## config.mk

```make
export PLATFORM = sky130hd
export DESIGN_NAME = acpl_amp_control_pin_logic
export DESIGN_NICKNAME = d
export VERILOG_FILES = /design/src/design/acpl_pkg.sv /design/src/design/acpl_amp_control_pin_logic.sv
export SDC_FILE = /design/constraint.sdc
export NUM_CORES = 1
export LEC_CHECK = 0
export BUFFER_PORTS_ARGS = -buffer_cell sky130_fd_sc_hd__buf_2
export CAP_MARGIN = 20
export CORE_MARGIN = 2
export CORE_UTILIZATION = 50
export DETAILED_ROUTE_END_ITERATION = 16
export HOLD_SLACK_MARGIN = 0.02
export PLACE_DENSITY = 0.87
export SYNTH_ARGS = -nofsm -noshare
export SYNTH_HDL_FRONTEND = slang
export SYNTH_SLANG_ARGS = --single-unit
```

## constraint.sdc

```tcl
create_clock -name clock -period 2 [get_ports clock]
set_clock_uncertainty 0.2 [all_clocks]
set_input_delay 0.3 -clock clock [delete_from_list [all_inputs] [get_ports clock]]
set_output_delay 0.3 -clock clock [all_outputs]
set_load 0.02 [all_outputs]
```

## src/design/acpl_pkg.sv

```systemverilog
// constants and types shared by the amplifier control-pin logic
package acpl_pkg;
    // number of output power stages, one fault output each
    localparam int NUM_STAGES = 4;
    // operating states that steer the shared pins
    typedef enum logic [1:0] {
        ACPL_RESET,
        ACPL_INIT,
        ACPL_BOOT,
        ACPL_RUN
    } acpl_state_t;
    // stage topology and amplifier mode codes are two bits wide
    localparam int MODE_W = 2;
    localparam logic [1:0] MODE_RESET_VAL = 2'h0;
    // bit positions of the mode pair
    localparam int MODE_BIT0 = 0;
    localparam int MODE_BIT1 = 1;
    // bit positions of the topology pair inside the synchronised strap word
    localparam int TOPO_BIT0 = 2;
    localparam int TOPO_BIT1 = 3;
    // synchroniser fill count after release before the mode straps are taken
    localparam logic [1:0] SETTLE_STEP = 2'h1;
    localparam logic [1:0] SETTLE_LAST = 2'h2;
    // encoder phase width
    localparam int ENC_W = 2;
    localparam logic [1:0] ENC_RESET_VAL = 2'h3;
    // volume step counter width and reset value
    localparam int VOL_W = 8;
    localparam logic [7:0] VOL_RESET_VAL = 8'h00;
    localparam logic [7:0] VOL_ONE = 8'h01;
    // calibration timer width and reset value
    localparam int CAL_W = 16;
    localparam logic [15:0] CAL_RESET_VAL = 16'h0000;
    localparam logic [15:0] CAL_ONE = 16'h0001;
endpackage

```

## src/design/acpl_amp_control_pin_logic.sv

```systemverilog
// control-pin logic of the amplifier controller: power-down, faults, straps, shared pins
`timescale 1ns/10ps
module acpl_amp_control_pin_logic
    import acpl_pkg::*;
#(
    parameter int NSTAGE = NUM_STAGES
) (
    input wire logic clock,
    input wire logic nrst,
    input wire logic init_done, // firmware sequencer: initialization finished
    input wire logic firmware_start, // firmware sequencer: firmware begins running
    input wire logic output_power_down_n, // power-down request, active low
    input wire logic [NSTAGE-1:0] stage_overcurrent, // per-stage monitors
    input wire logic [NSTAGE-1:0] stage_overload,
    input wire logic supply_undervoltage,
    input wire logic [NSTAGE-1:0] firmware_oc_clear,
    input wire logic [NSTAGE-1:0] pwm_drive_in, // pwm drive from the modulator
    input wire logic audio_enable_in,
    input wire logic stage_topology_sel0, // stage topology straps
    input wire logic stage_topology_sel1,
    input wire logic amp_mode_sel0_in, // mode strap, later protect status
    output logic amp_mode_sel0_out,
    output logic amp_mode_sel0_oe,
    input wire logic amp_mode_sel1_in, // mode strap, later supply sync
    output logic amp_mode_sel1_out,
    output logic amp_mode_sel1_oe,
    input wire logic supply_sync_in, // firmware-made sync waveform
    input wire logic protect_status_n_in, // firmware protection status, active low
    output logic [NSTAGE-1:0] stage_fault_n_out, // per-stage fault pins, open-drain
    output logic [NSTAGE-1:0] stage_fault_n_oe,
    input wire logic temp_reference_pin_in, // spi clock / temperature reference pin
    output logic temp_reference_pin_out,
    output logic temp_reference_pin_oe,
    input wire logic thermistor_pin_in, // mosi / thermistor pin
    output logic thermistor_pin_out,
    output logic thermistor_pin_oe,
    input wire logic encoder_phase_b_in, // miso / encoder phase b pin
    output logic encoder_phase_b_out,
    output logic encoder_phase_b_oe,
    input wire logic encoder_phase_a, // slave select / encoder phase a, always an input
    input wire logic spi_clock_in, // internal spi engine side
    input wire logic spi_mosi_in,
    input wire logic spi_miso_in,
    output logic spi_master_in_reg_o,
    input wire logic thermistor_drive, // temperature algorithm side
    input wire logic thermistor_oe_req,
    input wire logic temp_common_pin,
    output logic timer_io0,
    output logic [NSTAGE-1:0] pwm_drive_out, // outputs to the core
    output logic [NSTAGE-1:0] stage_float,
    output logic audio_enable_out,
    output logic [MODE_W-1:0] amp_mode,
    output logic [MODE_W-1:0] stage_topology,
    output logic [NSTAGE-1:0] oc_latched,
    output logic [VOL_W-1:0] volume_count,
    output logic volume_step,
    output logic [CAL_W-1:0] cal_count,
    output logic temp_ref_level,
    output logic thermistor_level,
    output logic [1:0] op_state
);
    import acpl_pkg::*;

    // ------------------------------------------------------------
    // synchronisers
    // ------------------------------------------------------------
    logic pdn_s1_reg; // first stage, read only by second stage
    logic pdn_s2_reg; // synchronised power-down level
    logic [3:0] strap_s1_reg; // topology pair and mode pair, first stage
    logic [3:0] strap_s2_reg; // synchronised straps
    wire logic pd_active = !pdn_s2_reg; // power-down asserted, second flop only

    // two flops before any use of power-down and the straps
    always_ff @(posedge clock) begin
        if (!nrst) begin
            pdn_s1_reg <= 1'b1;
            pdn_s2_reg <= 1'b1;
            strap_s1_reg <= 4'h0;
            strap_s2_reg <= 4'h0;
        end else begin
            pdn_s1_reg <= output_power_down_n;
            pdn_s2_reg <= pdn_s1_reg;
            strap_s1_reg <= {stage_topology_sel1, stage_topology_sel0,
                             amp_mode_sel1_in, amp_mode_sel0_in};
            strap_s2_reg <= strap_s1_reg;
        end
    end

    // ------------------------------------------------------------
    // operating state
    // ------------------------------------------------------------
    acpl_state_t state_reg;
    logic latch_pending_reg; // sample straps once the synchroniser has filled
    logic [1:0] settle_reg; // counts synchroniser fill after release

    // reset -> init -> boot -> run; the state, and slave select outside run, decide pin roles
    always_ff @(posedge clock) begin
        if (!nrst) begin
            state_reg <= ACPL_RESET;
        end else begin
            case (state_reg)
                ACPL_RESET: if (!latch_pending_reg) state_reg <= ACPL_INIT;
                ACPL_INIT: if (init_done) state_reg <= ACPL_BOOT;
                ACPL_BOOT: if (firmware_start) state_reg <= ACPL_RUN;
                default: state_reg <= ACPL_RUN; // run holds until reset
            endcase
        end
    end

    // ------------------------------------------------------------
    // strap latching
    // ------------------------------------------------------------
    // wait two edges so the synchroniser holds the pin levels, not reset values
    always_ff @(posedge clock) begin
        if (!nrst) begin
            settle_reg <= 2'h0;
            latch_pending_reg <= 1'b1;
        end else if (latch_pending_reg) begin
            settle_reg <= settle_reg + SETTLE_STEP;
            if (settle_reg == SETTLE_LAST) latch_pending_reg <= 1'b0;
        end
    end

    // mode pair latched once after release and held; topology follows the pins
    always_ff @(posedge clock) begin
        if (!nrst) begin
            amp_mode <= MODE_RESET_VAL;
            stage_topology <= MODE_RESET_VAL;
        end else begin
            if (latch_pending_reg && settle_reg == SETTLE_LAST) begin
                amp_mode <= strap_s2_reg[MODE_BIT1:MODE_BIT0];
            end
            stage_topology <= strap_s2_reg[TOPO_BIT1:TOPO_BIT0]; // static, not latched
        end
    end

    // ------------------------------------------------------------
    // per-stage protection and faults
    // ------------------------------------------------------------
    // fixed hardware roles: nothing here is writable by software
    generate
        for (genvar g = 0; g < NSTAGE; g++) begin : g_stage
            // overcurrent latch: set wins over firmware clear; power-down clears
            always_ff @(posedge clock) begin
                if (!nrst) begin
                    oc_latched[g] <= 1'b0;
                end else if (pd_active) begin
                    oc_latched[g] <= 1'b0;
                end else if (stage_overcurrent[g]) begin
                    oc_latched[g] <= 1'b1;
                end else if (firmware_oc_clear[g]) begin
                    oc_latched[g] <= 1'b0;
                end
            end
            // fault pulls low only; otherwise released, never driven high
            always_ff @(posedge clock) begin
                if (!nrst) begin
                    stage_fault_n_out[g] <= 1'b0;
                    stage_fault_n_oe[g] <= 1'b0;
                end else begin
                    stage_fault_n_out[g] <= 1'b0;
                    stage_fault_n_oe[g] <= pd_active || supply_undervoltage
                        || stage_overcurrent[g] || stage_overload[g]
                        || oc_latched[g];
                end
            end
            // stage drive removed and floated on power-down or latched shutdown
            always_ff @(posedge clock) begin
                if (!nrst) begin
                    pwm_drive_out[g] <= 1'b0;
                    stage_float[g] <= 1'b1;
                end else begin
                    pwm_drive_out[g] <= pwm_drive_in[g] && !pd_active && !oc_latched[g];
                    stage_float[g] <= pd_active || oc_latched[g];
                end
            end
        end
    endgenerate

    // audio outputs muted during power-down; the rest of the logic keeps running
    always_ff @(posedge clock) begin
        if (!nrst) begin
            audio_enable_out <= 1'b0;
        end else begin
            audio_enable_out <= audio_enable_in && !pd_active;
        end
    end

    // ------------------------------------------------------------
    // shared mode pins: straps until firmware runs, then outputs
    // ------------------------------------------------------------
    // reset and every pre-run state leave both pins released as strap inputs
    always_ff @(posedge clock) begin
        if (nrst && state_reg == ACPL_RUN) begin
            // protect status is open-drain style: pull low when asserted
            amp_mode_sel0_out <= 1'b0;
            amp_mode_sel0_oe <= !protect_status_n_in;
            amp_mode_sel1_out <= supply_sync_in;
            amp_mode_sel1_oe <= 1'b1;
        end else begin
            amp_mode_sel0_out <= 1'b0;
            amp_mode_sel0_oe <= 1'b0;
            amp_mode_sel1_out <= 1'b0;
            amp_mode_sel1_oe <= 1'b0;
        end
    end

    // ------------------------------------------------------------
    // spi / temperature / encoder pins
    // ------------------------------------------------------------
    wire logic spi_phase = (state_reg != ACPL_RUN); // spi roles held outside run
    wire logic spi_master = encoder_phase_a; // slave select high: master-side directions

    // pin directions steered by state and, in every state but run, by slave select
    always_ff @(posedge clock) begin
        if (!nrst) begin
            temp_reference_pin_out <= 1'b0;
            temp_reference_pin_oe <= 1'b0;
            thermistor_pin_out <= 1'b0;
            thermistor_pin_oe <= 1'b0;
            encoder_phase_b_out <= 1'b0;
            encoder_phase_b_oe <= 1'b0;
            spi_master_in_reg_o <= 1'b0;
        end else if (spi_phase) begin
            temp_reference_pin_out <= spi_clock_in;
            temp_reference_pin_oe <= 1'b1;
            thermistor_pin_out <= spi_mosi_in;
            thermistor_pin_oe <= spi_master;
            encoder_phase_b_out <= spi_miso_in;
            encoder_phase_b_oe <= !spi_master;
            spi_master_in_reg_o <= spi_master ? encoder_phase_b_in : thermistor_pin_in;
        end else begin
            temp_reference_pin_out <= 1'b0;
            temp_reference_pin_oe <= 1'b0; // reference is input
            thermistor_pin_out <= thermistor_drive;
            thermistor_pin_oe <= thermistor_oe_req;
            encoder_phase_b_out <= 1'b0;
            encoder_phase_b_oe <= 1'b0;
            spi_master_in_reg_o <= 1'b0;
        end
    end

    // temperature pin levels sampled for the measurement sequence
    always_ff @(posedge clock) begin
        if (!nrst) begin
            temp_ref_level <= 1'b0;
            thermistor_level <= 1'b0;
        end else if (!spi_phase) begin
            temp_ref_level <= temp_reference_pin_in;
            thermistor_level <= thermistor_pin_in;
        end
    end

    // timer: counts system clocks while the common pin is high, snapshot on fall
    logic [CAL_W-1:0] cal_run_reg;
    logic com_prev_reg;
    always_ff @(posedge clock) begin
        if (!nrst) begin
            cal_run_reg <= CAL_RESET_VAL;
            cal_count <= CAL_RESET_VAL;
            com_prev_reg <= 1'b0;
            timer_io0 <= 1'b0;
        end else begin
            com_prev_reg <= temp_common_pin;
            timer_io0 <= temp_common_pin && !spi_phase;
            if (spi_phase) begin
                cal_run_reg <= CAL_RESET_VAL;
            end else if (temp_common_pin) begin
                cal_run_reg <= cal_run_reg + CAL_ONE;
            end else if (com_prev_reg) begin
                cal_count <= cal_run_reg;
                cal_run_reg <= CAL_RESET_VAL;
            end
        end
    end

    // quadrature decode; edge on phase a sets direction from phase b
    logic [ENC_W-1:0] enc_prev_reg;
    always_ff @(posedge clock) begin
        if (!nrst) begin
            enc_prev_reg <= ENC_RESET_VAL;
            volume_count <= VOL_RESET_VAL;
            volume_step <= 1'b0;
        end else begin
            enc_prev_reg <= {encoder_phase_b_in, encoder_phase_a};
            volume_step <= 1'b0;
            if (!spi_phase && (encoder_phase_a != enc_prev_reg[0])) begin
                volume_step <= 1'b1;
                volume_count <= (encoder_phase_a ^ encoder_phase_b_in) ?
                    volume_count + VOL_ONE : volume_count - VOL_ONE;
            end
        end
    end

    // state code out for the core
    always_ff @(posedge clock) begin
        if (!nrst) op_state <= 2'h0;
        else op_state <= state_reg;
    end
endmodule

```

==> Word-level counts from Yosys, hierarchy flattened <==
Index checks and enable logic that the tools add are counted.
{ "totals": {"reg_bits": 94, "input_bits": 39, "output_inout_bits": 66, "wordCells": 135} }
{ "op_classes": {"n_addsub": 4, "eq_ne": 9, "mux": 23, "n_bitwise": 4, "n_reduce_logical": 49} }
{ "op_table": {"columns": ["operator", "n"], "rows": [
  ["2-to-1 mux 16 bit", 2],
  ["logical OR 1 bit", 17],
  ["adder 16 x 1 -> 16 bit (second input constant)", 1],
  ["2-to-1 mux 1 bit", 16],
  ["logical AND 1 bit", 13],
  ["nonzero test 2 bit", 5],
  ["adder 8 x 1 -> 8 bit (second input constant)", 1],
  ["logical NOT 1 bit", 8],
  ["2-to-1 mux 8 bit", 1],
  ["inequality test 2 bit (second input constant)", 4],
  ["subtractor 8 x 1 -> 8 bit (second input constant)", 1],
  ["== test 2 bit (second input constant)", 3],
  ["2-to-1 mux 2 bit", 3],
  ["case mux 2 bit (3 select lines)", 1],
  ["AND reduction 3 bit", 2],
  ["AND reduction 2 bit", 2],
  ["NOT 1 bit", 3],
  ["adder 2 x 1 -> 2 bit (second input constant)", 1],
  ["== test 2 x 1 -> 1 bit (second input constant)", 1],
  ["logical NOT 2 bit", 1],
  ["OR reduction 2 bit", 1],
  ["inequality test 1 bit", 1],
  ["XOR 1 bit", 1]
]} }

==> Depth between registers and ports, before layout <==
Gate-level depths: netlist (run 1).
{ "logic_depth": {"word_depth": 5, "ltp_mapped": 7, "mapped_depth_nobuf": 6} }

==> Worst setup path after synthesis (run 1) <==
OpenSTA, ideal clock, no wires.
{ "synth_timing": {"path_type": "input port to flip-flop", "from": "input port encoder_phase_a", "to": "register volume_count[2]", "t_arrival_ps": 1624, "t_required_ps": 1728, "path_slack_ps": 104, "cell_stages": 7, "path_buffers": 1, "path_cell_list": "buf_6 xor2_2 xnor2_1 ha_1 or3_1 a21oi_1 mux2i_1"} }
{ "synth_between": {"elab_chain_len": 2} }
{ "synth_rtl": {"columns": ["item", "line_no", "rtl"], "rows": [
  ["from (decl)", "acpl_amp_control_pin_logic.sv:40", "input wire logic encoder_phase_a,"],
  ["XOR 1 bit / inequality test 1 bit (equally long branches)", "acpl_amp_control_pin_logic.sv:289, acpl_amp_control_pin_logic.sv:287", null],
  ["2-to-1 mux 8 bit / logical AND 1 bit (equally long branches)", "acpl_amp_control_pin_logic.sv:289, acpl_amp_control_pin_logic.sv:287", null],
  ["to (signal assigned)", "acpl_amp_control_pin_logic.sv:289", "volume_count <= (encoder_phase_a ^ encoder_phase_b_in) ?"],
  ["to (decl)", "acpl_amp_control_pin_logic.sv:55", "output logic [VOL_W-1:0] volume_count,"]
]} }
Parallel ways exist; a longest one is shown, timed or not.
A chain may end at the register's enable or synchronous reset.

==> Worst setup path after layout (run 1) <==
{ "layout_timing": {"from": "register state_reg[1]", "to": "register thermistor_pin_out"} }
{ "layout_between": {"elab_chain_len": 2} }
{ "layout_rtl": {"columns": ["item", "line_no", "rtl"], "rows": [
  ["from (decl)", "acpl_amp_control_pin_logic.sv:92", "acpl_state_t state_reg;"],
  ["from (signal assigned)", "acpl_amp_control_pin_logic.sv:99", "state_reg <= ACPL_RESET;"],
  ["from (signal assigned)", "acpl_amp_control_pin_logic.sv:102", "ACPL_RESET: if (!latch_pending_reg) state_reg <= ACPL_INIT;"],
  ["from (signal assigned)", "acpl_amp_control_pin_logic.sv:103", "ACPL_INIT: if (init_done) state_reg <= ACPL_BOOT;"],
  ["inequality test 2 bit", "acpl_amp_control_pin_logic.sv:211", "wire logic spi_phase = (state_reg != ACPL_RUN);"],
  ["2-to-1 mux 1 bit", "acpl_amp_control_pin_logic.sv:224", "end else if (spi_phase) begin"],
  ["to (signal assigned)", "acpl_amp_control_pin_logic.sv:227", "thermistor_pin_out <= spi_mosi_in;"],
  ["to (signal assigned)", "acpl_amp_control_pin_logic.sv:235", "thermistor_pin_out <= thermistor_drive;"],
  ["to (decl)", "acpl_amp_control_pin_logic.sv:35", "output logic thermistor_pin_out,"]
]} }
No other way between the ends.

==> run_results.csv, run 1 <==
group,metric,value,unit
clock_network,root_buffer,"clkbuf_8",
setup_path,slowest_delay,550,ps
logic_synthesis,yosys.area_share.adder,0.01065,
setup_path,rr_worst_depth,5,
finish,final_cell_mix,"buf_2, dfxtp_1, nand2_1, a21oi_1",
placed_design,dp.cells,578,
setup_path,endpoint_kind,"flip-flop",
global_routing,grt-ovfl-total,0,
sta,final.setup.tns,0,ps
global_routing,grt_pass1_wl,14.02,mm
floorplan,die_y,87.96,um
logic_synthesis,syn_inst,388,
detailed_routing,dr.pass1.iters,4,
logic_synthesis,synth_compound_area_frac,0.1019,
floorplan,ioPinCount,105,
sta,timing.fmax,525.6,MHz
sta,fin_crit_sh,0.9513,
setup_path,crit_type,"flip-flop to flip-flop",
logic_synthesis,synth_seq_cells,94,
setup_path,cp_top_family,"buffers and inverters",
placed_design,dp_slack,43.95,ps
logic_synthesis,ys_types,50,
detailed_routing,drc,0,
setup_path,worstPathRequired,2110,ps
clock_network,clockBufferDepth,2,
min_path,min_from,"firmware_oc_clear[2]",
detailed_routing,dr.first_iter.drc_count,141,
global_routing,grt_pass1_vias,3019,
setup_path,critPathBufInv,2,
placed_design,port_buffers,99,
logic_synthesis,synthArstFlopShare,0,
setup_path,crit_chain,"and2_1, buf_4, nand2_1, a21oi_1, dlygate4sd3_1",
setup_path,crit_path_max_fanout,10,
finish,nets,568,
floorplan,start_util,0.5188,
setup_path,worst_ep_arrival_time,2020,ps
setup_path,r2r_setup_slack,100,ps
finish,layout-drive-gt1-share,0.2787,
clock_network,path_clk_slew,90,ps
logic_synthesis,synth_mux_area_frac,0.02911,
logic_synthesis,yosys_warnings,0,
power,finalPower,3.765,mW
sta,period_needed,1903,ps
logic_synthesis,avgSynthCellArea,9.084,sq um
job,maxCapViolCount,0,
clock_network,numCtsBuffers,9,
finish,final_common_cell,"buf_2",
logic_synthesis,synth_xor_area_frac,0.02662,
detailed_routing,final_antenna_net_count,0,
placed_design,hpwl,5.787,mm
finish,finalNonFillerCells,627,
min_path,min_path_type,"input port to flip-flop",
clock_network,cts_sinks,94,
sta,rsz0062_at_grt,"false",
logic_synthesis,synth-main-ff-cell,"dfxtp_1",
setup_path,crit_slowest_cell,"dlygate4sd3_1",
setup_path,reg2reg_to,"thermistor_pin_out$_SDFF_PN0_",
placed_design,globalplace.congestion,0.8861,
finish,syn_to_final_growth,32.55,%
logic_synthesis,seq_area_frac_synth,0.5339,
floorplan,die_area,0.007737,sq mm
min_path,hold_path_depth,4,
min_path,hold_path_end,"oc_latched[2]$_SDFFE_PN0P_",
sta,hold_violations,0,
logic_synthesis,syn_area,0.003525,sq mm
detailed_routing,drt-total-wl,8.906,mm
power,leakage,2.072,nW
finish,insertedDiodeCount,0,
clock_network,clk_latency,370,ps
global_routing,grt_use_total,0.2375,
logic_synthesis,synth_edf_count,0,
sta,finalSetupViolCount,0,
clock_network,cts_tree,"done",
setup_path,r2r-start,"state_reg[1]$_SDFFE_PN0P_",
logic_synthesis,synth_top_family_by_area,"simple AND/OR/NAND/NOR gates",
sta,setup_ws,97.30,ps
detailed_routing,wl_per_cell,14.20,um
power,power.density,805.9,mW/mm^2
setup_path,start_kind,"flip-flop",
sta,slew_viol_final,0,
floorplan,dieWidth,87.96,um
global_routing,grt_max_degree,25,
detailed_routing,avgViaCountPerCell,5.032,
floorplan,core,0.006794,sq mm
global_routing,antenna_found_initial,0,
clock_network,htreeDepth,3,
power,ir_drop,0.4199,mV
status,status,"finished, final reports clean",
logic_synthesis,synthSimpleGateAreaFrac,0.2474,
detailed_routing,vias,3155,
floorplan,num_rows,30,
## layer usage
metal	GRT usage	vias to the layer above	part of all wire
li1	-	1571	-
met3	0.06409	18	0.059
met4	0.07133	0	0.020
met2	0.4208	116	0.49
met5	0	-	0
met1	0.2809	1450	0.43
## tightest hold or removal path, stage by stage
cell and delay [ps]:
buf_2 110, inv_1 50, a21oi_1 70, nor2_1 70
## power breakdown
group	switching [mW]	total (mW)	leakage (nW)	internal (mW)
sequential	0.0589	2.02	0.769	1.96
combinational	0.238	0.434	1.20	0.196
clock	0.703	1.31	0.108	0.608
total	1.00	3.77	2.07	2.76
## synthesized netlist by cell type (2+ instances only)
master	count	area, sq um
dfxtp_1	94	1882
and3_1	8	50.05
nor4_1	5	31.28
xor2_1	3	26.28
buf_1	2	7.510
buf_2	4	20.02
xor2_2	2	32.53
a21o_1	2	15.01
nand2b_1	10	62.56
nor3_1	4	20.02
a21oi_1	39	195.2
nand4b_1	3	26.28
nor2_1	32	120.1
xnor2_1	4	35.03
or2_2	5	31.28
or4_1	2	15.01
nand2_1	64	240.2
a31o_2	2	17.52
o21ai_0	4	20.02
buf_4	7	52.55
or3_1	5	31.28
ha_1	3	37.54
o211ai_1	2	15.01
nand4_1	3	18.77
and2_1	13	81.33
a211oi_1	2	15.01
mux2i_1	8	80.08
nand3_1	12	60.06
inv_1	13	48.80
nor3b_1	2	15.01
mux2_2	2	22.52
clkbuf_1	8	30.03
o311ai_0	2	17.52
## through the flow
| step | area, sq um | util | hold slack (ps) |
|---|---|---|---|
| final | 4672 | 0.6877 | 59.50 |
| after global routing | 4672 | 0.6877 | 81.76 |
| after CTS | 4663 | 0.6864 | 35.73 |
| after detailed placement | 4131 | 0.6081 | 199.1 |
| after global placement | 4131 | 0.6081 | 191.4 |
| after floorplan | 3540 | - | 172.4 |
## layout make-up
type                       instances  area [sq um]
fill                             516          2122
sequential                        94          1883
multi-input combinational        262          1484
timing repair buffer             145         920.9
clock buffer                       9         123.9
tap                               96         120.1
clock inverter                     7         87.58
inverter                          14         52.55
## cells by family (layout without fill, tap and decap cells)
kind of cell,Yosys count,after routing
AO/OA/AOI/OAI,60,60
XOR/XNOR,9,9
adder cells (fa/ha/maj),3,3
buffers and inverters,36,175
flip-flops,94,94
multiplexers,10,10
other,1,5
AND/OR/NAND/NOR,175,175
## how the worst max path moves through the flow
stage                              startpoint                       endpoint  slack [ps]  depth (start not counted)
finish              state_reg[1]$_SDFFE_PN0P_  thermistor_pin_out$_SDFF_PN0_         100                          5
global route        state_reg[1]$_SDFFE_PN0P_  thermistor_pin_out$_SDFF_PN0_           8                          5
CTS                 state_reg[1]$_SDFFE_PN0P_  thermistor_pin_out$_SDFF_PN0_         100                          5
detailed placement         encoder_phase_b_in   volume_count[2]$_SDFFE_PN0P_          40                          7
global placement           encoder_phase_b_in   volume_count[2]$_SDFFE_PN0P_          60                          7
floorplan                     encoder_phase_a   volume_count[2]$_SDFFE_PN0P_         100                          7
## repair_timing
| action | in CTS | in global routing |
|---|---|---|
| hold endpoints to repair | 28 | 0 |
| gates resized for setup | 0 | 1 |
| setup endpoints to repair | 0 | 2 |
| hold buffers | 32 | 0 |
| setup buffers | 0 | 1 |
Note: power is estimated with default switching activity, not from simulation.
==> inputs of run 2 (changes only) <==
==> constraint.sdc (replaced) <==
create_clock -name clock -period 2 [get_ports clock]
set_clock_uncertainty 0.2 [all_clocks]
set_input_delay 0.1 -clock clock [delete_from_list [all_inputs] [get_ports clock]]
set_output_delay 0.1 -clock clock [all_outputs]
set_load 0.02 [all_outputs]
==> run_results.csv, run 2 (same netlist as run 1, synthesis figures left out) <==
group,metric,value,unit
power,ir_drop,0.3985,mV
clock_network,clockBufferDepth,2,
finish,final_cell_mix,"buf_2, dfxtp_1, nand2_1, dlygate4sd3_1, a21oi_1",
clock_network,cts_setup_buffers,0,
min_path,min_path_type,"input port to flip-flop",
detailed_routing,drt-total-wl,9.562,mm
power,power.density,783.3,mW/mm^2
sta,fin_crit_sh,0.9496,
setup_path,worstPathRequired,2090,ps
global_routing,grt_max_degree,24,
finish,syn_to_final_growth,35.43,%
finish,finalNonFillerCells,636,
placed_design,hpwl,5.753,mm
sta,rsz0062_at_grt,"false",
clock_network,clk_latency,350,ps
floorplan,start_util,0.5188,
setup_path,crit_type,"flip-flop to flip-flop",
clock_network,cts_sinks,94,
finish,layout-drive-gt1-share,0.2611,
floorplan,ioPinCount,105,
sta,timing.fmax,526.6,MHz
finish,nets,577,
status,status,"finished, final reports clean",
global_routing,antenna_found_initial,0,
detailed_routing,vias,3272,
setup_path,endpoint_kind,"flip-flop",
finish,insertedDiodeCount,0,
detailed_routing,dr.pass1.iters,4,
floorplan,die_y,87.96,um
placed_design,globalplace.congestion,0.8924,
setup_path,slowest_delay,500,ps
clock_network,htreeDepth,3,
detailed_routing,final_antenna_net_count,0,
setup_path,worst_ep_arrival_time,1990,ps
sta,period_needed,1899,ps
sta,final.setup.tns,0,ps
setup_path,start_kind,"flip-flop",
clock_network,root_buffer,"clkbuf_8",
placed_design,dp_slack,93.73,ps
clock_network,path_clk_slew,90,ps
clock_network,numCtsBuffers,9,
detailed_routing,wl_per_cell,15.03,um
detailed_routing,avgViaCountPerCell,5.145,
global_routing,grt_pass1_wl,15.15,mm
setup_path,crit_slowest_cell,"dfxtp_1",
min_path,hold_path_depth,4,
detailed_routing,drc,0,
power,leakage,2.103,nW
clock_network,cts_tree,"done",
setup_path,cp-startpoint,"volume_count[1]$_SDFFE_PN0P_",
sta,slew_viol_final,0,
setup_path,crit_path_max_fanout,8,
floorplan,die_area,0.007737,sq mm
finish,final_common_cell,"buf_2",
sta,hold_violations,0,
global_routing,grt-ovfl-total,0,
global_routing,grt_pass1_vias,3296,
job,maxCapViolCount,0,
floorplan,core,0.006794,sq mm
sta,setup_ws,100.9,ps
placed_design,port_buffers,99,
global_routing,grt_use_total,0.2518,
sta,finalSetupViolCount,0,
placed_design,dp.cells,572,
detailed_routing,dr.first_iter.drc_count,103,
setup_path,crit_chain,"xnor2_1, ha_1, or3_1, a21oi_1, mux2i_1",
min_path,min_from,"encoder_phase_a",
floorplan,num_rows,30,
floorplan,dieWidth,87.96,um
setup_path,rr_worst_depth,5,
setup_path,r2r-start,"volume_count[1]$_SDFFE_PN0P_",
==> run 2: cell types whose count changed in the layout (fill, tap and decap cells not counted), sizes merged <==
cell         change
clkinvlp         +2
clkbuf           +1
inv              -3
dlygate4sd3     +16
buf              -7
==> run 2: worst max-delay path: cells and delay by family, from the launching register on <==
kind	cells	cell delay, ps
DFF	1	500
AOI/OAI and AO/OA	1	210
adders and majority gates	1	230
muxes	1	200
xor gates and xnor gates	1	130
and+or+nand+nor	1	370
==> run 2: worst paths after layout <==
| path | end | slack, ps |
|---|---|---|
| max | volume_count[2]$_SDFFE_PN0P_ | 100 |
| min | volume_count[1]$_SDFFE_PN0P_ | 80 |
| max reg2reg | volume_count[2]$_SDFFE_PN0P_ | 100 |
| min reg2reg | pdn_s2_reg$_SDFF_PN1_ | 230 |
==> run 2: layer usage <==
metal  track usage  share of wire  routed length [um]  up-vias
met1        0.2638           0.38                3637     1516
met2        0.4828           0.53                5091      150
met4       0.09231          0.018                 173        0
met5             0              0                   0        -
li1              -              -                   -     1586
met3       0.06032          0.069                 660       20
==> run 2: layout make-up <==
class	instances	area, sq um
Inverter	14	52.55
Multi-Input combinational cell	262	1488
Clock buffer	10	127.6
Sequential cell	94	1882
Tap cell	96	120.1
Clock inverter	6	71.32
Fill cell	492	2021
Timing Repair Buffer	154	1032
==> run 2: what timing repair did <==
action | CTS | global route
hold buffers | 48 | 0
hold endpoints to repair | 47 | 0
gates resized for setup | 0 | 3
setup endpoints to repair | 0 | 4
==> run 2: metrics by stage <==
step | power (mW) | cell area, sq um | hold slack (ps) | utilization
finish | 3.739 | 4773 | 76.30 | 0.7026
global route | 3.883 | 4773 | 116.9 | 0.7026
CTS | 3.731 | 4766 | 65.83 | 0.7015
detailed placement | 2.436 | 4086 | 61.75 | 0.6015
global placement | 2.415 | 4086 | 57.49 | 0.6015
floorplan | 2.308 | 3540 | -27.62 | -
==> run 2: report_power, final <==
| group | switching (mW) | leakage [nW] | internal, mW |
|---|---|---|---|
| Sequential | 0.0620 | 0.768 | 1.96 |
| Combinational | 0.249 | 1.24 | 0.213 |
| Clock | 0.667 | 0.0931 | 0.587 |
| Total | 0.978 | 2.10 | 2.76 |
